**src/rtl/ttc_pkg.sv**
```systemverilog
// Package: register map, field layout and constants of the triple timer
`default_nettype none
package ttc_pkg;

    // Register indices; the byte address is four times the index
    localparam logic [7:0] IDX_A_B_CONTROL    = 8'h88;
    localparam logic [7:0] IDX_A_B_MODE       = 8'h89;
    localparam logic [7:0] IDX_A_COUNT_LOW    = 8'h8A;
    localparam logic [7:0] IDX_B_COUNT_LOW    = 8'h8B;
    localparam logic [7:0] IDX_A_COUNT_HIGH   = 8'h8C;
    localparam logic [7:0] IDX_B_COUNT_HIGH   = 8'h8D;
    localparam logic [7:0] IDX_C_CONTROL      = 8'hC8;
    localparam logic [7:0] IDX_C_MODE         = 8'hC9;
    localparam logic [7:0] IDX_C_RELOAD_LOW   = 8'hCA;
    localparam logic [7:0] IDX_C_RELOAD_HIGH  = 8'hCB;
    localparam logic [7:0] IDX_C_COUNT_LOW    = 8'hCC;
    localparam logic [7:0] IDX_C_COUNT_HIGH   = 8'hCD;

    // APB address split
    localparam int         ADDR_W      = 12;
    localparam int         IDX_LSB     = 2;
    localparam int         IDX_MSB     = 9;
    localparam logic [1:0] ADDR_TOP_OK = 2'h0;

    localparam logic [7:0] REG_RESET   = 8'h00;
    localparam logic [7:0] BYTE_MAX    = 8'hFF;
    localparam logic [12:0] CNT13_MAX  = 13'h1FFF;
    localparam logic [15:0] CNT16_MAX  = 16'hFFFF;
    localparam logic [23:0] PAD_ZERO   = 24'h000000;

    // Shared control register of units A and B
    localparam int TC_B_OVF = 7;
    localparam int TC_B_RUN = 6;
    localparam int TC_A_OVF = 5;
    localparam int TC_A_RUN = 4;

    // Unit C control register
    localparam int C_OVF    = 7;
    localparam int C_EXT    = 6;
    localparam int C_RXSEL  = 5;
    localparam int C_TXSEL  = 4;
    localparam int C_TRIGEN = 3;
    localparam int C_RUN    = 2;
    localparam int C_SRC    = 1;
    localparam int C_CAPSEL = 0;

    // Mode nibble positions inside the A/B mode register
    localparam int MODE_A_LSB = 0;
    localparam int MODE_B_LSB = 4;

    // Timer function advances once per machine cycle of six clocks
    localparam int         TICK_DIV   = 6;
    localparam logic [2:0] TICK_LAST  = 3'(TICK_DIV - 1);
    localparam logic [2:0] TICK_ZERO  = 3'h0;
    localparam logic [2:0] TICK_ONE   = 3'h1;

    // Counting modes of units A and B
    localparam logic [1:0] MODE_13   = 2'h0;
    localparam logic [1:0] MODE_16   = 2'h1;
    localparam logic [1:0] MODE_8RL  = 2'h2;
    localparam logic [1:0] MODE_SPLIT = 2'h3;

    // One nibble of the A/B mode register
    typedef struct packed {
        logic       gate;
        logic       counter;
        logic [1:0] mode;
    } ttc_unit_cfg_t;

    // Result of one counting step
    typedef struct packed {
        logic [7:0] hi;
        logic [7:0] lo;
        logic       ovf;
    } ttc_cnt_t;

endpackage : ttc_pkg
`default_nettype wire

```
**src/rtl/ttc_timer_unit.sv**
```systemverilog
// Top: three timer/counters with an APB register slave
//
// Decided for this implementation: the APB interface to the registers.
`default_nettype none
module ttc_timer_unit (
    input  wire logic                        pclk,
    input  wire logic                        presetn,
    input  wire logic                        psel,
    input  wire logic                        penable,
    input  wire logic                        pwrite,
    input  wire logic [ttc_pkg::ADDR_W-1:0]  paddr,
    input  wire logic [31:0]                 pwdata,
    input  wire logic [3:0]                  pstrb,
    output logic      [31:0]                 prdata,
    output logic                             pready,
    output logic                             pslverr,
    input  wire logic                        unit_a_count_pin,
    input  wire logic                        unit_a_gate_pin,
    input  wire logic                        unit_b_count_pin,
    input  wire logic                        unit_b_gate_pin,
    input  wire logic                        unit_c_count_pin,
    input  wire logic                        trigger_pin,
    output logic                             unit_a_overflow_flag,
    output logic                             unit_b_overflow_flag,
    output logic                             unit_c_irq,
    output logic                             uart_rx_baud_clk,
    output logic                             uart_tx_baud_clk
);
    // Register state
    logic [7:0]  ab_ctrl_reg, ab_ctrl_next;
    logic [7:0]  ab_mode_reg, ab_mode_next;
    logic [7:0]  a_lo_reg, a_lo_next;
    logic [7:0]  a_hi_reg, a_hi_next;
    logic [7:0]  b_lo_reg, b_lo_next;
    logic [7:0]  b_hi_reg, b_hi_next;
    logic [7:0]  c_ctrl_reg, c_ctrl_next;
    logic [7:0]  c_mode_reg, c_mode_next;
    logic [7:0]  c_lo_reg, c_lo_next;
    logic [7:0]  c_hi_reg, c_hi_next;
    logic [7:0]  rc_lo_reg, rc_lo_next;
    logic [7:0]  rc_hi_reg, rc_hi_next;
    logic [31:0] prdata_reg, prdata_next;
    logic        slverr_reg, slverr_next;
    logic        rx_baud_reg, rx_baud_next;
    logic        tx_baud_reg, tx_baud_next;

    // Pulses and decoded controls
    logic                   tick;
    logic                   a_fall, b_fall, c_fall, trig_fall;
    ttc_pkg::ttc_unit_cfg_t cfg_a, cfg_b;
    ttc_pkg::ttc_cnt_t      step_a, step_b;
    logic                   a_split, b_frozen;
    logic                   a_run, a_inc, b_run, b_inc, b_ovf;
    logic                   ah_inc, ah_wrap;
    logic                   a_ovf_set, b_ovf_set;
    logic                   c_inc, c_wrap, c_baud, c_trig;
    logic [15:0]            c_cnt, c_cnt_inc;
    logic                   c_ovf_set;
    logic [7:0]             idx;
    logic                   addr_ok, wr_en, setup, byte_wr;
    logic [7:0]             rd_byte;
    logic                   rd_hit;

    // Machine-cycle tick shared by all timer functions
    ttc_prescale u_prescale (
        .pclk    (pclk),
        .presetn (presetn),
        .tick    (tick)
    );

    // Count pins and the trigger are sampled once per machine cycle
    ttc_edge u_edge_a (
        .pclk    (pclk),
        .presetn (presetn),
        .sample  (tick),
        .pin     (unit_a_count_pin),
        .fall    (a_fall)
    );
    ttc_edge u_edge_b (
        .pclk    (pclk),
        .presetn (presetn),
        .sample  (tick),
        .pin     (unit_b_count_pin),
        .fall    (b_fall)
    );
    ttc_edge u_edge_c (
        .pclk    (pclk),
        .presetn (presetn),
        .sample  (tick),
        .pin     (unit_c_count_pin),
        .fall    (c_fall)
    );
    ttc_edge u_edge_trig (
        .pclk    (pclk),
        .presetn (presetn),
        .sample  (tick),
        .pin     (trigger_pin),
        .fall    (trig_fall)
    );

    // One counting step of a unit A/B counter in the given mode
    function automatic ttc_pkg::ttc_cnt_t ttc_step(
        input logic [1:0] mode,
        input logic [7:0] hi,
        input logic [7:0] lo
    );
        ttc_pkg::ttc_cnt_t r;
        logic [12:0]       v13;
        logic [15:0]       v16;
        r.hi = hi;
        r.lo = lo;
        r.ovf = 1'b0;
        v13 = {hi, lo[4:0]} + 13'h1;
        v16 = {hi, lo} + 16'h1;
        case (mode)
            ttc_pkg::MODE_13: begin
                r.hi  = v13[12:5];
                r.lo  = {lo[7:5], v13[4:0]};
                r.ovf = ({hi, lo[4:0]} == ttc_pkg::CNT13_MAX);
            end
            ttc_pkg::MODE_16: begin
                r.hi  = v16[15:8];
                r.lo  = v16[7:0];
                r.ovf = ({hi, lo} == ttc_pkg::CNT16_MAX);
            end
            ttc_pkg::MODE_8RL: begin
                r.ovf = (lo == ttc_pkg::BYTE_MAX);
                r.lo  = r.ovf ? hi : v16[7:0];
            end
            default: begin
                // Split low byte: plain eight-bit counter, high untouched
                r.lo  = v16[7:0];
                r.ovf = (lo == ttc_pkg::BYTE_MAX);
            end
        endcase
        return r;
    endfunction : ttc_step

    // Units A and B: enables, steps and flag sets
    always_comb begin
        cfg_a    = ttc_pkg::ttc_unit_cfg_t'(
                       ab_mode_reg[ttc_pkg::MODE_A_LSB +: 4]);
        cfg_b    = ttc_pkg::ttc_unit_cfg_t'(
                       ab_mode_reg[ttc_pkg::MODE_B_LSB +: 4]);
        a_split  = (cfg_a.mode == ttc_pkg::MODE_SPLIT);
        b_frozen = (cfg_b.mode == ttc_pkg::MODE_SPLIT);
        a_run    = ab_ctrl_reg[ttc_pkg::TC_A_RUN]
                   & (~cfg_a.gate | unit_a_gate_pin);
        a_inc    = a_run & (cfg_a.counter ? a_fall : tick);
        step_a   = ttc_step(cfg_a.mode, a_hi_reg, a_lo_reg);
        // Split high byte counts machine cycles under unit B's run bit
        ah_inc   = a_split & ab_ctrl_reg[ttc_pkg::TC_B_RUN] & tick;
        ah_wrap  = ah_inc & (a_hi_reg == ttc_pkg::BYTE_MAX);
        // With A split, B's run bit belongs to A; B runs, subject to its gate, unless in mode 3
        b_run    = (a_split ? 1'b1 : ab_ctrl_reg[ttc_pkg::TC_B_RUN])
                   & ~b_frozen
                   & (~cfg_b.gate | unit_b_gate_pin);
        b_inc    = b_run & (cfg_b.counter ? b_fall : tick);
        step_b   = ttc_step(cfg_b.mode, b_hi_reg, b_lo_reg);
        b_ovf    = b_inc & step_b.ovf;
        a_ovf_set = a_inc & step_a.ovf;
        b_ovf_set = a_split ? ah_wrap : b_ovf;
    end

    // Unit C: source, wrap and trigger decode
    always_comb begin
        c_cnt     = {c_hi_reg, c_lo_reg};
        c_cnt_inc = c_cnt + 16'h1;
        c_inc     = c_ctrl_reg[ttc_pkg::C_RUN]
                    & (c_ctrl_reg[ttc_pkg::C_SRC] ? c_fall : tick);
        c_wrap    = c_inc & (c_cnt == ttc_pkg::CNT16_MAX);
        c_baud    = c_ctrl_reg[ttc_pkg::C_RXSEL]
                    | c_ctrl_reg[ttc_pkg::C_TXSEL];
        c_trig    = trig_fall & c_ctrl_reg[ttc_pkg::C_TRIGEN];
        c_ovf_set = c_wrap & ~c_baud;
    end

    // APB decode; the slave never inserts wait states
    always_comb begin
        idx     = paddr[ttc_pkg::IDX_MSB:ttc_pkg::IDX_LSB];
        addr_ok = (paddr[ttc_pkg::ADDR_W-1:ttc_pkg::IDX_MSB+1]
                   == ttc_pkg::ADDR_TOP_OK);
        setup   = psel & ~penable;
        wr_en   = psel & penable & pwrite & ~slverr_reg;
        byte_wr = wr_en & pstrb[0];
    end

    // Read mux; unmapped addresses answer with an error
    always_comb begin
        rd_byte = ttc_pkg::REG_RESET;
        rd_hit  = addr_ok;
        case (idx)
            ttc_pkg::IDX_A_B_CONTROL:   rd_byte = ab_ctrl_reg;
            ttc_pkg::IDX_A_B_MODE:      rd_byte = ab_mode_reg;
            ttc_pkg::IDX_A_COUNT_LOW:   rd_byte = a_lo_reg;
            ttc_pkg::IDX_B_COUNT_LOW:   rd_byte = b_lo_reg;
            ttc_pkg::IDX_A_COUNT_HIGH:  rd_byte = a_hi_reg;
            ttc_pkg::IDX_B_COUNT_HIGH:  rd_byte = b_hi_reg;
            ttc_pkg::IDX_C_CONTROL:     rd_byte = c_ctrl_reg;
            ttc_pkg::IDX_C_MODE:        rd_byte = c_mode_reg;
            ttc_pkg::IDX_C_RELOAD_LOW:  rd_byte = rc_lo_reg;
            ttc_pkg::IDX_C_RELOAD_HIGH: rd_byte = rc_hi_reg;
            ttc_pkg::IDX_C_COUNT_LOW:   rd_byte = c_lo_reg;
            ttc_pkg::IDX_C_COUNT_HIGH:  rd_byte = c_hi_reg;
            default:                    rd_hit  = 1'b0;
        endcase
        if (!addr_ok) begin
            rd_byte = ttc_pkg::REG_RESET;  // Refused: reads as zero
        end
    end

    // Next state of all registers but the baud pulses; hardware flag sets beat software clears
    always_comb begin
        ab_ctrl_next = ab_ctrl_reg;
        ab_mode_next = ab_mode_reg;
        a_lo_next    = a_lo_reg;
        a_hi_next    = a_hi_reg;
        b_lo_next    = b_lo_reg;
        b_hi_next    = b_hi_reg;
        c_ctrl_next  = c_ctrl_reg;
        c_mode_next  = c_mode_reg;
        c_lo_next    = c_lo_reg;
        c_hi_next    = c_hi_reg;
        rc_lo_next   = rc_lo_reg;
        rc_hi_next   = rc_hi_reg;
        prdata_next  = prdata_reg;
        slverr_next  = slverr_reg;

        // Unit A counting
        if (a_inc) begin
            a_lo_next = step_a.lo;
            if (!a_split) begin
                a_hi_next = step_a.hi;
            end
        end
        if (ah_inc) begin
            a_hi_next = a_hi_reg + 8'h1;
        end
        // Unit B counting; frozen mode never reaches here with b_inc high
        if (b_inc) begin
            b_lo_next = step_b.lo;
            b_hi_next = step_b.hi;
        end

        // Unit C counting, reload and capture
        if (c_inc) begin
            c_lo_next = c_cnt_inc[7:0];
            c_hi_next = c_cnt_inc[15:8];
        end
        if (c_ctrl_reg[ttc_pkg::C_CAPSEL] && !c_baud) begin
            // Capture keeps counting; the count just wraps to zero
            if (c_trig) begin
                rc_lo_next = c_lo_reg;
                rc_hi_next = c_hi_reg;
            end
        end else if (c_wrap || (c_trig && !c_baud)) begin
            c_lo_next = rc_lo_reg;
            c_hi_next = rc_hi_reg;
        end

        // Software writes; a count write overrides the same-cycle step
        if (byte_wr) begin
            case (idx)
                ttc_pkg::IDX_A_B_CONTROL:   ab_ctrl_next = pwdata[7:0];
                ttc_pkg::IDX_A_B_MODE:      ab_mode_next = pwdata[7:0];
                ttc_pkg::IDX_A_COUNT_LOW:   a_lo_next    = pwdata[7:0];
                ttc_pkg::IDX_B_COUNT_LOW:   b_lo_next    = pwdata[7:0];
                ttc_pkg::IDX_A_COUNT_HIGH:  a_hi_next    = pwdata[7:0];
                ttc_pkg::IDX_B_COUNT_HIGH:  b_hi_next    = pwdata[7:0];
                ttc_pkg::IDX_C_CONTROL:     c_ctrl_next  = pwdata[7:0];
                ttc_pkg::IDX_C_MODE:        c_mode_next  = pwdata[7:0];
                ttc_pkg::IDX_C_RELOAD_LOW:  rc_lo_next   = pwdata[7:0];
                ttc_pkg::IDX_C_RELOAD_HIGH: rc_hi_next   = pwdata[7:0];
                ttc_pkg::IDX_C_COUNT_LOW:   c_lo_next    = pwdata[7:0];
                ttc_pkg::IDX_C_COUNT_HIGH:  c_hi_next    = pwdata[7:0];
                default: begin
                end
            endcase
        end

        // Sticky flags: only software clears them
        if (a_ovf_set) begin
            ab_ctrl_next[ttc_pkg::TC_A_OVF] = 1'b1;
        end
        if (b_ovf_set) begin
            ab_ctrl_next[ttc_pkg::TC_B_OVF] = 1'b1;
        end
        if (c_ovf_set) begin
            c_ctrl_next[ttc_pkg::C_OVF] = 1'b1;
        end
        if (c_trig) begin
            c_ctrl_next[ttc_pkg::C_EXT] = 1'b1;
        end

        // Read data and error are caught in the setup cycle
        if (setup) begin
            prdata_next = {ttc_pkg::PAD_ZERO, rd_byte};
            slverr_next = ~rd_hit;
        end
    end

    // Baud pulses: unit A is never a candidate source
    always_comb begin
        rx_baud_next = c_ctrl_reg[ttc_pkg::C_RXSEL]
                       ? c_wrap : b_ovf;
        tx_baud_next = c_ctrl_reg[ttc_pkg::C_TXSEL]
                       ? c_wrap : b_ovf;
    end

    always_ff @(posedge pclk or negedge presetn) begin
        if (!presetn) begin
            ab_ctrl_reg <= ttc_pkg::REG_RESET;
            ab_mode_reg <= ttc_pkg::REG_RESET;
            a_lo_reg    <= ttc_pkg::REG_RESET;
            a_hi_reg    <= ttc_pkg::REG_RESET;
            b_lo_reg    <= ttc_pkg::REG_RESET;
            b_hi_reg    <= ttc_pkg::REG_RESET;
            c_ctrl_reg  <= ttc_pkg::REG_RESET;
            c_mode_reg  <= ttc_pkg::REG_RESET;
            c_lo_reg    <= ttc_pkg::REG_RESET;
            c_hi_reg    <= ttc_pkg::REG_RESET;
            rc_lo_reg   <= ttc_pkg::REG_RESET;
            rc_hi_reg   <= ttc_pkg::REG_RESET;
            prdata_reg  <= {ttc_pkg::PAD_ZERO, ttc_pkg::REG_RESET};
            slverr_reg  <= 1'b0;
            rx_baud_reg <= 1'b0;
            tx_baud_reg <= 1'b0;
        end else begin
            ab_ctrl_reg <= ab_ctrl_next;
            ab_mode_reg <= ab_mode_next;
            a_lo_reg    <= a_lo_next;
            a_hi_reg    <= a_hi_next;
            b_lo_reg    <= b_lo_next;
            b_hi_reg    <= b_hi_next;
            c_ctrl_reg  <= c_ctrl_next;
            c_mode_reg  <= c_mode_next;
            c_lo_reg    <= c_lo_next;
            c_hi_reg    <= c_hi_next;
            rc_lo_reg   <= rc_lo_next;
            rc_hi_reg   <= rc_hi_next;
            prdata_reg  <= prdata_next;
            slverr_reg  <= slverr_next;
            rx_baud_reg <= rx_baud_next;
            tx_baud_reg <= tx_baud_next;
        end
    end

    // Outputs; the interrupt enable lives in the interrupt controller
    always_comb begin
        prdata               = prdata_reg;
        pready               = 1'b1;
        pslverr              = slverr_reg & psel & penable;
        unit_a_overflow_flag = ab_ctrl_reg[ttc_pkg::TC_A_OVF];
        unit_b_overflow_flag = ab_ctrl_reg[ttc_pkg::TC_B_OVF];
        unit_c_irq           = c_ctrl_reg[ttc_pkg::C_OVF]
                               | c_ctrl_reg[ttc_pkg::C_EXT];
        uart_rx_baud_clk     = rx_baud_reg;
        uart_tx_baud_clk     = tx_baud_reg;
    end
endmodule : ttc_timer_unit
`default_nettype wire

```
**src/rtl/ttc_prescale.sv**
```systemverilog
// Machine-cycle prescaler and sampled falling-edge detector
`default_nettype none
module ttc_prescale (
    input  wire logic pclk,
    input  wire logic presetn,
    output logic      tick
);
    logic [2:0] cnt_reg;
    logic [2:0] cnt_next;

    // Divide by six; tick marks the last clock of a machine cycle
    always_comb begin
        tick     = (cnt_reg == ttc_pkg::TICK_LAST);
        cnt_next = tick ? ttc_pkg::TICK_ZERO : cnt_reg + ttc_pkg::TICK_ONE;
    end

    always_ff @(posedge pclk or negedge presetn) begin
        if (!presetn) begin
            cnt_reg <= ttc_pkg::TICK_ZERO;
        end else begin
            cnt_reg <= cnt_next;
        end
    end
endmodule : ttc_prescale

module ttc_edge (
    input  wire logic pclk,
    input  wire logic presetn,
    input  wire logic sample,
    input  wire logic pin,
    output logic      fall
);
    logic prev_reg;
    logic prev_next;

    // High in one sample and low in the next counts as one falling edge
    always_comb begin
        fall      = sample & prev_reg & ~pin;
        prev_next = sample ? pin : prev_reg;
    end

    // Reset to low so that a pin held low at start gives no edge
    always_ff @(posedge pclk or negedge presetn) begin
        if (!presetn) begin
            prev_reg <= 1'b0;
        end else begin
            prev_reg <= prev_next;
        end
    end
endmodule : ttc_edge
`default_nettype wire

```
**config.mk**
```make
export PLATFORM = sky130hd
export DESIGN_NAME = ttc_timer_unit
export DESIGN_NICKNAME = d
export VERILOG_FILES = /design/src/rtl/ttc_pkg.sv /design/src/rtl/ttc_timer_unit.sv /design/src/rtl/ttc_prescale.sv
export SDC_FILE = /design/constraint.sdc
export NUM_CORES = 1
export LEC_CHECK = 0
export BUFFER_PORTS_ARGS = -buffer_cell sky130_fd_sc_hd__buf_2
export CAP_MARGIN = 20
export CORE_MARGIN = 1
export CORE_UTILIZATION = 40
export CTS_BUF_LIST = sky130_fd_sc_hd__clkbuf_16
export DETAILED_ROUTE_END_ITERATION = 8
export SLEW_MARGIN = 20
export SYNTH_ARGS = -nofsm -noshare
export SYNTH_HDL_FRONTEND = slang
export SYNTH_SLANG_ARGS = --single-unit
```
**constraint.sdc**
```tcl
create_clock -name pclk -period 3.33 [get_ports pclk]
set_input_delay 0.999 -clock pclk [delete_from_list [all_inputs] [get_ports pclk]]
set_output_delay 0.999 -clock pclk [all_outputs]
set_load 0.02 [all_outputs]
```
==> flow_metrics.env, run 1 <==
export IMPL_area_growth_pct=14.0
export IMPL_power_leakage_nw=3.58
export IMPL_fin_area_um2=8440
export IMPL_finalMaxSlewViolations=0
export IMPL_fin_crit_ps=2520
export IMPL_via_count=6643
export IMPL_slowest_delay_ps=420
export IMPL_vias_per_cell=5.85
export IMPL_power_share_combinational_pct=6.1
export IMPL_ys_ff_latch=114
export IMPL_clk_latency_ps=430
export IMPL_wl_per_cell_um=21.2
export IMPL_n_antenna_cell=0
export IMPL_setup_worst_path_start="unit_c_count_pin"
export IMPL_cts_buffer_depth=2
export IMPL_ant_nets=0
export IMPL_drt_total_wl_mm=24.0
export IMPL_worst_pin_slew_ps=740
export IMPL_start_util_pct=41.1
export IMPL_clkPwrFrac_pct=51.7
export IMPL_startpoint_type="input port"
export IMPL_antenna_found_initial=0
export IMPL_cts_hold_buf=0
export IMPL_fmax_ghz=0.397
export IMPL_grt_overflow_total=0
export IMPL_synth_edf_count=0
export IMPL_placedInstanceArea_um2=7900
export IMPL_clk_pin_slew_ps=60
export IMPL_grt_first_pass_wirelength_mm=37.0
export IMPL_drtPass1Iterations=5
export IMPL_worst_endpoint_arrival_ps=2860
export IMPL_p_switching_uw=845
export IMPL_io_pins=98
export IMPL_setup_viol=0
export IMPL_path_cells="buf_2 -> nand2b_1 -> a211o_1 -> nor3_1 -> o21ai_2 -> buf_4 -> mux2_2 -> mux2i_1"
export IMPL_drive_above_1_share_pct=18.4
export IMPL_endpoint_kind="register"
export IMPL_syn_cell_area_um2=7400
export IMPL_clock_sinks=114
export IMPL_cap_violations=0
export IMPL_multi_input_area_um2=4170
export IMPL_dieArea_um2=19100
export IMPL_r2r_setup_slack_ps=900
export IMPL_path_max_fanout=10
export IMPL_cp_depth=8
export IMPL_ir_drop_mv=0.361
export IMPL_grt_pass1_vias=6262
export IMPL_dp_slack_ps=372
export IMPL_fp_dieH_um=138
export IMPL_yosys_warnings=0
export IMPL_path_class="in -> reg"
export IMPL_seqPwrFrac_pct=42.2
export IMPL_slowest_stage="a211o_1"
export IMPL_tns_ps=0
export IMPL_synth_ff_type="dfrtp_1"
export IMPL_cts_buffers_inserted=17
export IMPL_place_gp_congestion=1.00
export IMPL_drt_iter0_drc=671
export IMPL_root_buffer="clkbuf_16"
export IMPL_portBuffers=43
export IMPL_slew_headroom_pct=50.3
export IMPL_regToRegEndpoint="a_lo_reg[5]"
export IMPL_switching_share_pct=25.6
export IMPL_cts_tree="built"
export IMPL_critPathRequiredTime_ps=3670
export IMPL_final_nets=956
export IMPL_synthCells=841
export IMPL_cpLargestDelayFamily="simple AND/OR/NAND/NOR gates"
export IMPL_seq_area_um2=2850
export IMPL_die_w_um=138
export IMPL_crit_buf_inv=2
export IMPL_internal_power_mw=2.45
export IMPL_n_fill_cell=1795
export IMPL_r2r_start="a_lo_reg[0]"
export IMPL_cts_setup_buffers=0
export IMPL_grt_use_total_pct=25.6
export IMPL_power_mw=3.30
export IMPL_dp_hpwl_mm=17.2
export IMPL_outcome="complete, no violations"
export IMPL_rows=49
export IMPL_ys_async_sr_fraction_pct=100
export IMPL_h_tree_depth=4
export IMPL_grt_setup_unrepaired="false"
export IMPL_yosysSeqAreaShare_pct=38.5
export IMPL_min_delay_start="u_edge_a.prev_reg"
export IMPL_cts_repair_resize_count=0
export IMPL_finalCritPeriodShare_pct=75.7
export IMPL_hold_class="reg -> reg"
export IMPL_p_per_area_nw_per_um2=390
export IMPL_crit_end="c_lo_reg[3]"
export IMPL_grt_max_degree=48
export IMPL_route_detailed_drc=0
export IMPL_core_um2=18000
export IMPL_reg2regPathDepth=7
export IMPL_setup_ws_ps=809
export IMPL_postSynthAreaPerCell_um2=8.80
export IMPL_synth_distinct_cells=67
export IMPL_fin_worst_skew_ps=11.3
export IMPL_hold_violations=0
## metal layers
metal	global-route usage [%]	part of all wire, %	vias up
met2	39.1	45	301
met1	34.8	43	3176
li1	-	-	3110
met3	5.85	7.7	56
met4	11.1	4.1	0
met5	0	0	-
## cell families after synthesis
logic type | count (synthesis) | synth area share [%]
mux | 84 | 12.0
flops | 114 | 38.5
simple gates | 317 | 20.8
other cells | 2 | 0.101
fa+ha+maj | 4 | 0.676
compound gates | 202 | 17.9
buf+inv | 87 | 6.29
xor+xnor | 31 | 3.67
## power by group through the flow
stage          clock network [mW]  logic (mW)  registers (mW)
2_1_floorplan                   0       0.116            1.42
3_3_place_gp                    0       0.198            1.42
3_5_place_dp                    0       0.198            1.42
4_1_cts                      1.72       0.199            1.39
5_1_grt                      1.79       0.215            1.39
6_report                     1.70       0.200            1.39
## metrics by stage
stage	hold slack, ps	util [%]	instances
after CTS	476	46.8	1135
after global placement	453	43.8	1103
after floorplan	438	-	864
after detailed placement	463	43.8	1103
final	473	46.8	1135
after global routing	497	46.8	1135
## worst min path at each step
| stage | cells after the start | end | slack [ps] |
|---|---|---|---|
| after floorplan | 2 | u_edge_a.prev_reg | 440 |
| after global placement | 2 | u_edge_a.prev_reg | 450 |
| after detailed placement | 2 | u_edge_a.prev_reg | 460 |
| after CTS | 2 | u_edge_a.prev_reg | 480 |
| after global routing | 1 | prdata[5] | 500 |
| final | 2 | u_edge_a.prev_reg | 470 |
## cells in the final DEF (no fill, tap or decap), drive strengths merged, types with 5 or more instances in the layout
master  Yosys  layout
o22ai       5       5
mux2       36      36
nand2b      7       7
a21o        5       5
conb        2      25
o21ai      80      80
or3         6       6
nand3      37      37
nand4      11      11
a211oi      6       6
clkbuf     25      17
nand2     128     128
clkinv      0       7
o31ai       8       8
a32oi       8       8
nor2b       8       8
o32ai       5       5
o211ai      5       5
buf        48      83
nor2       53      53
a21oi      33      33
and4        5       5
nor3       24      24
and3       12      12
inv        14      17
dfrtp     114     114
a22oi      16      16
mux2i      48      48
xor2        9       9
xnor2      22      22
## worst reg2reg max path, stage by stage, from the launching register on
cell and delay, ps:
dfrtp_1 410, ha_1 240, nand4_1 330, nor3_1 720, a21oi_1 80, o21ai_0 170, o21ai_0 100, mux2_2 270
## synth_stat cells, types with 4 or more instances
cell | number | area, um2
o22ai_1 | 5 | 31.3
xnor2_1 | 22 | 193
mux2_2 | 36 | 405
dfrtp_1 | 114 | 2850
buf_2 | 15 | 75.1
and3_1 | 12 | 75.1
a22oi_1 | 16 | 120
o2111ai_1 | 4 | 35.0
mux2i_1 | 48 | 480
nor3_1 | 19 | 95.1
ha_1 | 4 | 50.1
nor3_2 | 5 | 50.1
o32ai_1 | 5 | 43.8
and4_1 | 5 | 43.8
a21oi_1 | 31 | 155
xor2_1 | 9 | 78.8
o211ai_1 | 5 | 37.5
buf_1 | 4 | 15.0
inv_1 | 14 | 52.6
a21o_1 | 5 | 37.5
a211oi_1 | 6 | 45.0
nand4_1 | 11 | 68.8
buf_4 | 26 | 195
a32oi_1 | 8 | 70.1
nor2_1 | 51 | 191
clkbuf_1 | 25 | 93.8
nand2_1 | 127 | 477
or3_1 | 6 | 37.5
o21ai_0 | 78 | 390
o31ai_1 | 8 | 60.1
nand3_1 | 37 | 185
nand2b_1 | 7 | 43.8
nor2b_1 | 8 | 50.1
## final cells by class
| class | count | area share (%) |
|---|---|---|
| clock inverters | 15 | 1.44 |
| well taps | 229 | 3.39 |
| repair buffers | 83 | 6.28 |
| clock buffers | 17 | 5.04 |
| multi-input cells | 663 | 49.4 |
| inverters | 14 | 0.622 |
| flip-flops and latches | 114 | 33.8 |
Power figures use the tool's default switching activity.
==> run 2: changes to the inputs <==
--- a/config.mk
+++ b/config.mk
@@ -5,6 +5,7 @@
 export SDC_FILE = /design/constraint.sdc
 export NUM_CORES = 1
 export LEC_CHECK = 0
+export ABC_AREA = 1
 export BUFFER_PORTS_ARGS = -buffer_cell sky130_fd_sc_hd__buf_2
 export CAP_MARGIN = 20
 export CORE_MARGIN = 1
==> constraint.sdc (replaced) <==
create_clock -name pclk -period 2.4 [get_ports pclk]
set_input_delay 0.72 -clock pclk [delete_from_list [all_inputs] [get_ports pclk]]
set_output_delay 0.72 -clock pclk [all_outputs]
set_load 0.02 [all_outputs]
==> run 2 against run 1 <==
  * Clock skew fell by 2.4 ps
  * Highest routed layer unchanged
  * Largest power group unchanged
  * Synthesized cell count rose by 50%
  * Sequential share of layout area fell by 4.0 points
  * Final cell count rose by 44%
==> flow_metrics.env, run 2 <==
export IMPL_ant_nets=0
export IMPL_path_max_fanout=9
export IMPL_drt_total_wl_mm=28.2
export IMPL_p_per_area_nw_per_um2=491
export IMPL_route_detailed_drc=0
export IMPL_r2r_start="a_lo_reg[1]"
export IMPL_via_count=8590
export IMPL_ys_async_sr_fraction_pct=100
export IMPL_grt_max_degree=42
export IMPL_final_nets=1414
export IMPL_finalMaxSlewViolations=0
export IMPL_yosysTopAreaCellShare_pct=34.6
export IMPL_io_pins=98
export IMPL_synth_ff_type="dfrtp_1"
export IMPL_clkPwrFrac_pct=54.1
export IMPL_final_util_pct=47.3
export IMPL_ys_ff_latch=114
export IMPL_area_growth_pct=15.9
export IMPL_fp_dieH_um=146
export IMPL_synth_distinct_cells=46
export IMPL_clock_sinks=114
export IMPL_hold_class="in -> async"
export IMPL_cap_violations=0
export IMPL_finalCritPeriodShare_pct=89.0
export IMPL_power_share_combinational_pct=4.7
export IMPL_slew_headroom_pct=65.0
export IMPL_layout_commonest_cell="nand2_1"
export IMPL_power_mw=4.70
export IMPL_antenna_found_initial=0
export IMPL_n_fill_cell=2156
export IMPL_cts_tree="built"
export IMPL_syn_cell_area_um2=8250
export IMPL_outcome="complete, no violations"
export IMPL_critPathRequiredTime_ps=2750
export IMPL_hold_violations=0
export IMPL_ys_top_cells_by_area="dfrtp_1, nand2_1, o21ai_0"
export IMPL_cts_setup_buffers=0
export IMPL_dp_hpwl_mm=21.3
export IMPL_drt_iter0_drc=723
export IMPL_synthCells=1264
export IMPL_endpoint_kind="register"
export IMPL_h_tree_depth=4
export IMPL_tns_ps=0
export IMPL_internal_power_mw=3.58
export IMPL_postSynthAreaPerCell_um2=6.53
export IMPL_path_class="reg -> reg"
export IMPL_grt_use_total_pct=27.5
export IMPL_grt_overflow_total=0
export IMPL_cts_buffer_depth=2
export IMPL_worst_pin_slew_ps=521
export IMPL_fmax_ghz=0.468
export IMPL_synth_edf_count=0
export IMPL_setup_worst_path_start="a_lo_reg[1]"
export IMPL_dieArea_um2=21200
export IMPL_mostFrequentLayoutCells="nand2_1, inv_1, o21ai_0"
export IMPL_power_leakage_nw=4.93
export IMPL_place_gp_congestion=0.998
export IMPL_switching_share_pct=23.9
export IMPL_start_util_pct=40.8
export IMPL_vias_per_cell=5.26
export IMPL_grt_first_pass_wirelength_mm=44.8
export IMPL_n_antenna_cell=0
export IMPL_placedInstanceArea_um2=8990
export IMPL_drtPass1Iterations=5
export IMPL_fin_crit_ps=2140
export IMPL_wl_per_cell_um=17.3
export IMPL_yosys_warnings=0
export IMPL_die_w_um=146
export IMPL_seqPwrFrac_pct=41.2
export IMPL_core_um2=20200
export IMPL_cts_repair_resize_count=0
export IMPL_cts_hold_buf=0
export IMPL_clk_pin_slew_ps=60
export IMPL_portBuffers=43
export IMPL_fin_worst_skew_ps=8.93
export IMPL_yosysTopAreaCell="dfrtp_1"
export IMPL_ir_drop_mv=0.433
export IMPL_rows=52
export IMPL_fin_area_um2=9560
export IMPL_yosysSeqAreaShare_pct=34.6
export IMPL_grt_setup_unrepaired="false"
export IMPL_grt_pass1_vias=7993
export IMPL_startpoint_type="register"
export IMPL_setup_viol=0
export IMPL_cts_buffers_inserted=17
export IMPL_worst_endpoint_arrival_ps=2480
export IMPL_drive_above_1_share_pct=11.9
export IMPL_root_buffer="clkbuf_16"
export IMPL_synth_common_cells="nand2_1, inv_1, o21ai_0"
export IMPL_p_switching_mw=1.12
export IMPL_clk_latency_ps=430
export IMPL_yosysMostFrequentCell="nand2_1"
[run 2: changes by cell type in the layout (fill, tap and decap cells not counted), moves of 11 or more]
cell	delta
o21ai_1	+11
mux2_2	-36
nand2_1	+257
mux2i_1	-48
and3_1	-12
o21ai_0	+54
nand3_1	+70
a21oi_1	+16
inv_1	+147
nor2_1	+69
o211ai_1	+11
buf_4	+13
xnor2_1	-21
[run 2: logic make-up after synthesis]
kind of cell,count (synthesis),synth area share [%]
and+or+nand+nor,678,36.0
AOI/OAI and AO/OA,234,15.6
buffers and inverters,218,11.6
DFF,114,34.6
xor gates and xnor gates,14,1.49
adders and majority gates,4,0.607
other,2,0.0911
[run 2: final timing paths]
kind / depth (start not counted) / to / slack [ps]
worst max register to register: 9 / a_lo_reg[6] / 260
worst min register to register: 2 / prdata[4] / 470
worst min-delay path: 1 / c_lo_reg[4] / 260
worst max-delay path: 9 / a_lo_reg[6] / 260
min in group pclk: 2 / prdata[4] / 470
max in group asynchronous: 2 / c_lo_reg[7] / 1500
[run 2: area by class of cell]
type / count / area [um2] / share of cell area, %
Tap cell: 270 / 338 / 3.53
Clock inverter: 14 / 149 / 1.56
Multi-Input combinational cell: 955 / 4530 / 47.3
Timing Repair Buffer: 97 / 648 / 6.78
Inverter: 166 / 623 / 6.52
Sequential cell: 114 / 2850 / 29.8
Clock buffer: 17 / 425 / 4.45
[run 2: critical path, stage by stage (launching register included)]
cell and delay, ps:
dfrtp_1 450, ha_1 220, nand2_1 120, nor2_4 230
nand3_2 230, nor2_2 210, nand2_1 140, nor4_1 250
nor2_1 70, a21oi_1 130
[run 2: metal layers]
layer	routed length [um]	up-vias	global-route usage (%)
met4	682	0	8.89
met1	12000	3999	35.9
met3	1880	42	4.26
met2	13600	321	46.7
li1	-	4228	-
met5	0	-	0
[run 2: power groups by stage]
stage	combinational [mW]	sequential (mW)	clock (mW)
floorplan	0.117	1.97	0
global placement	0.223	1.97	0
detailed placement	0.223	1.97	0
CTS	0.223	1.94	2.56
global route	0.241	1.94	2.64
finish	0.220	1.94	2.54
[run 2: per-stage QoR]
step                worst slack, ps  cells  hold WS (ps)
finish                          264   1633           261
global route                   5.24   1633           291
CTS                             313   1633           271
detailed placement            -81.5   1602           459
global placement              -55.4   1602           460
floorplan                       449   1287           424
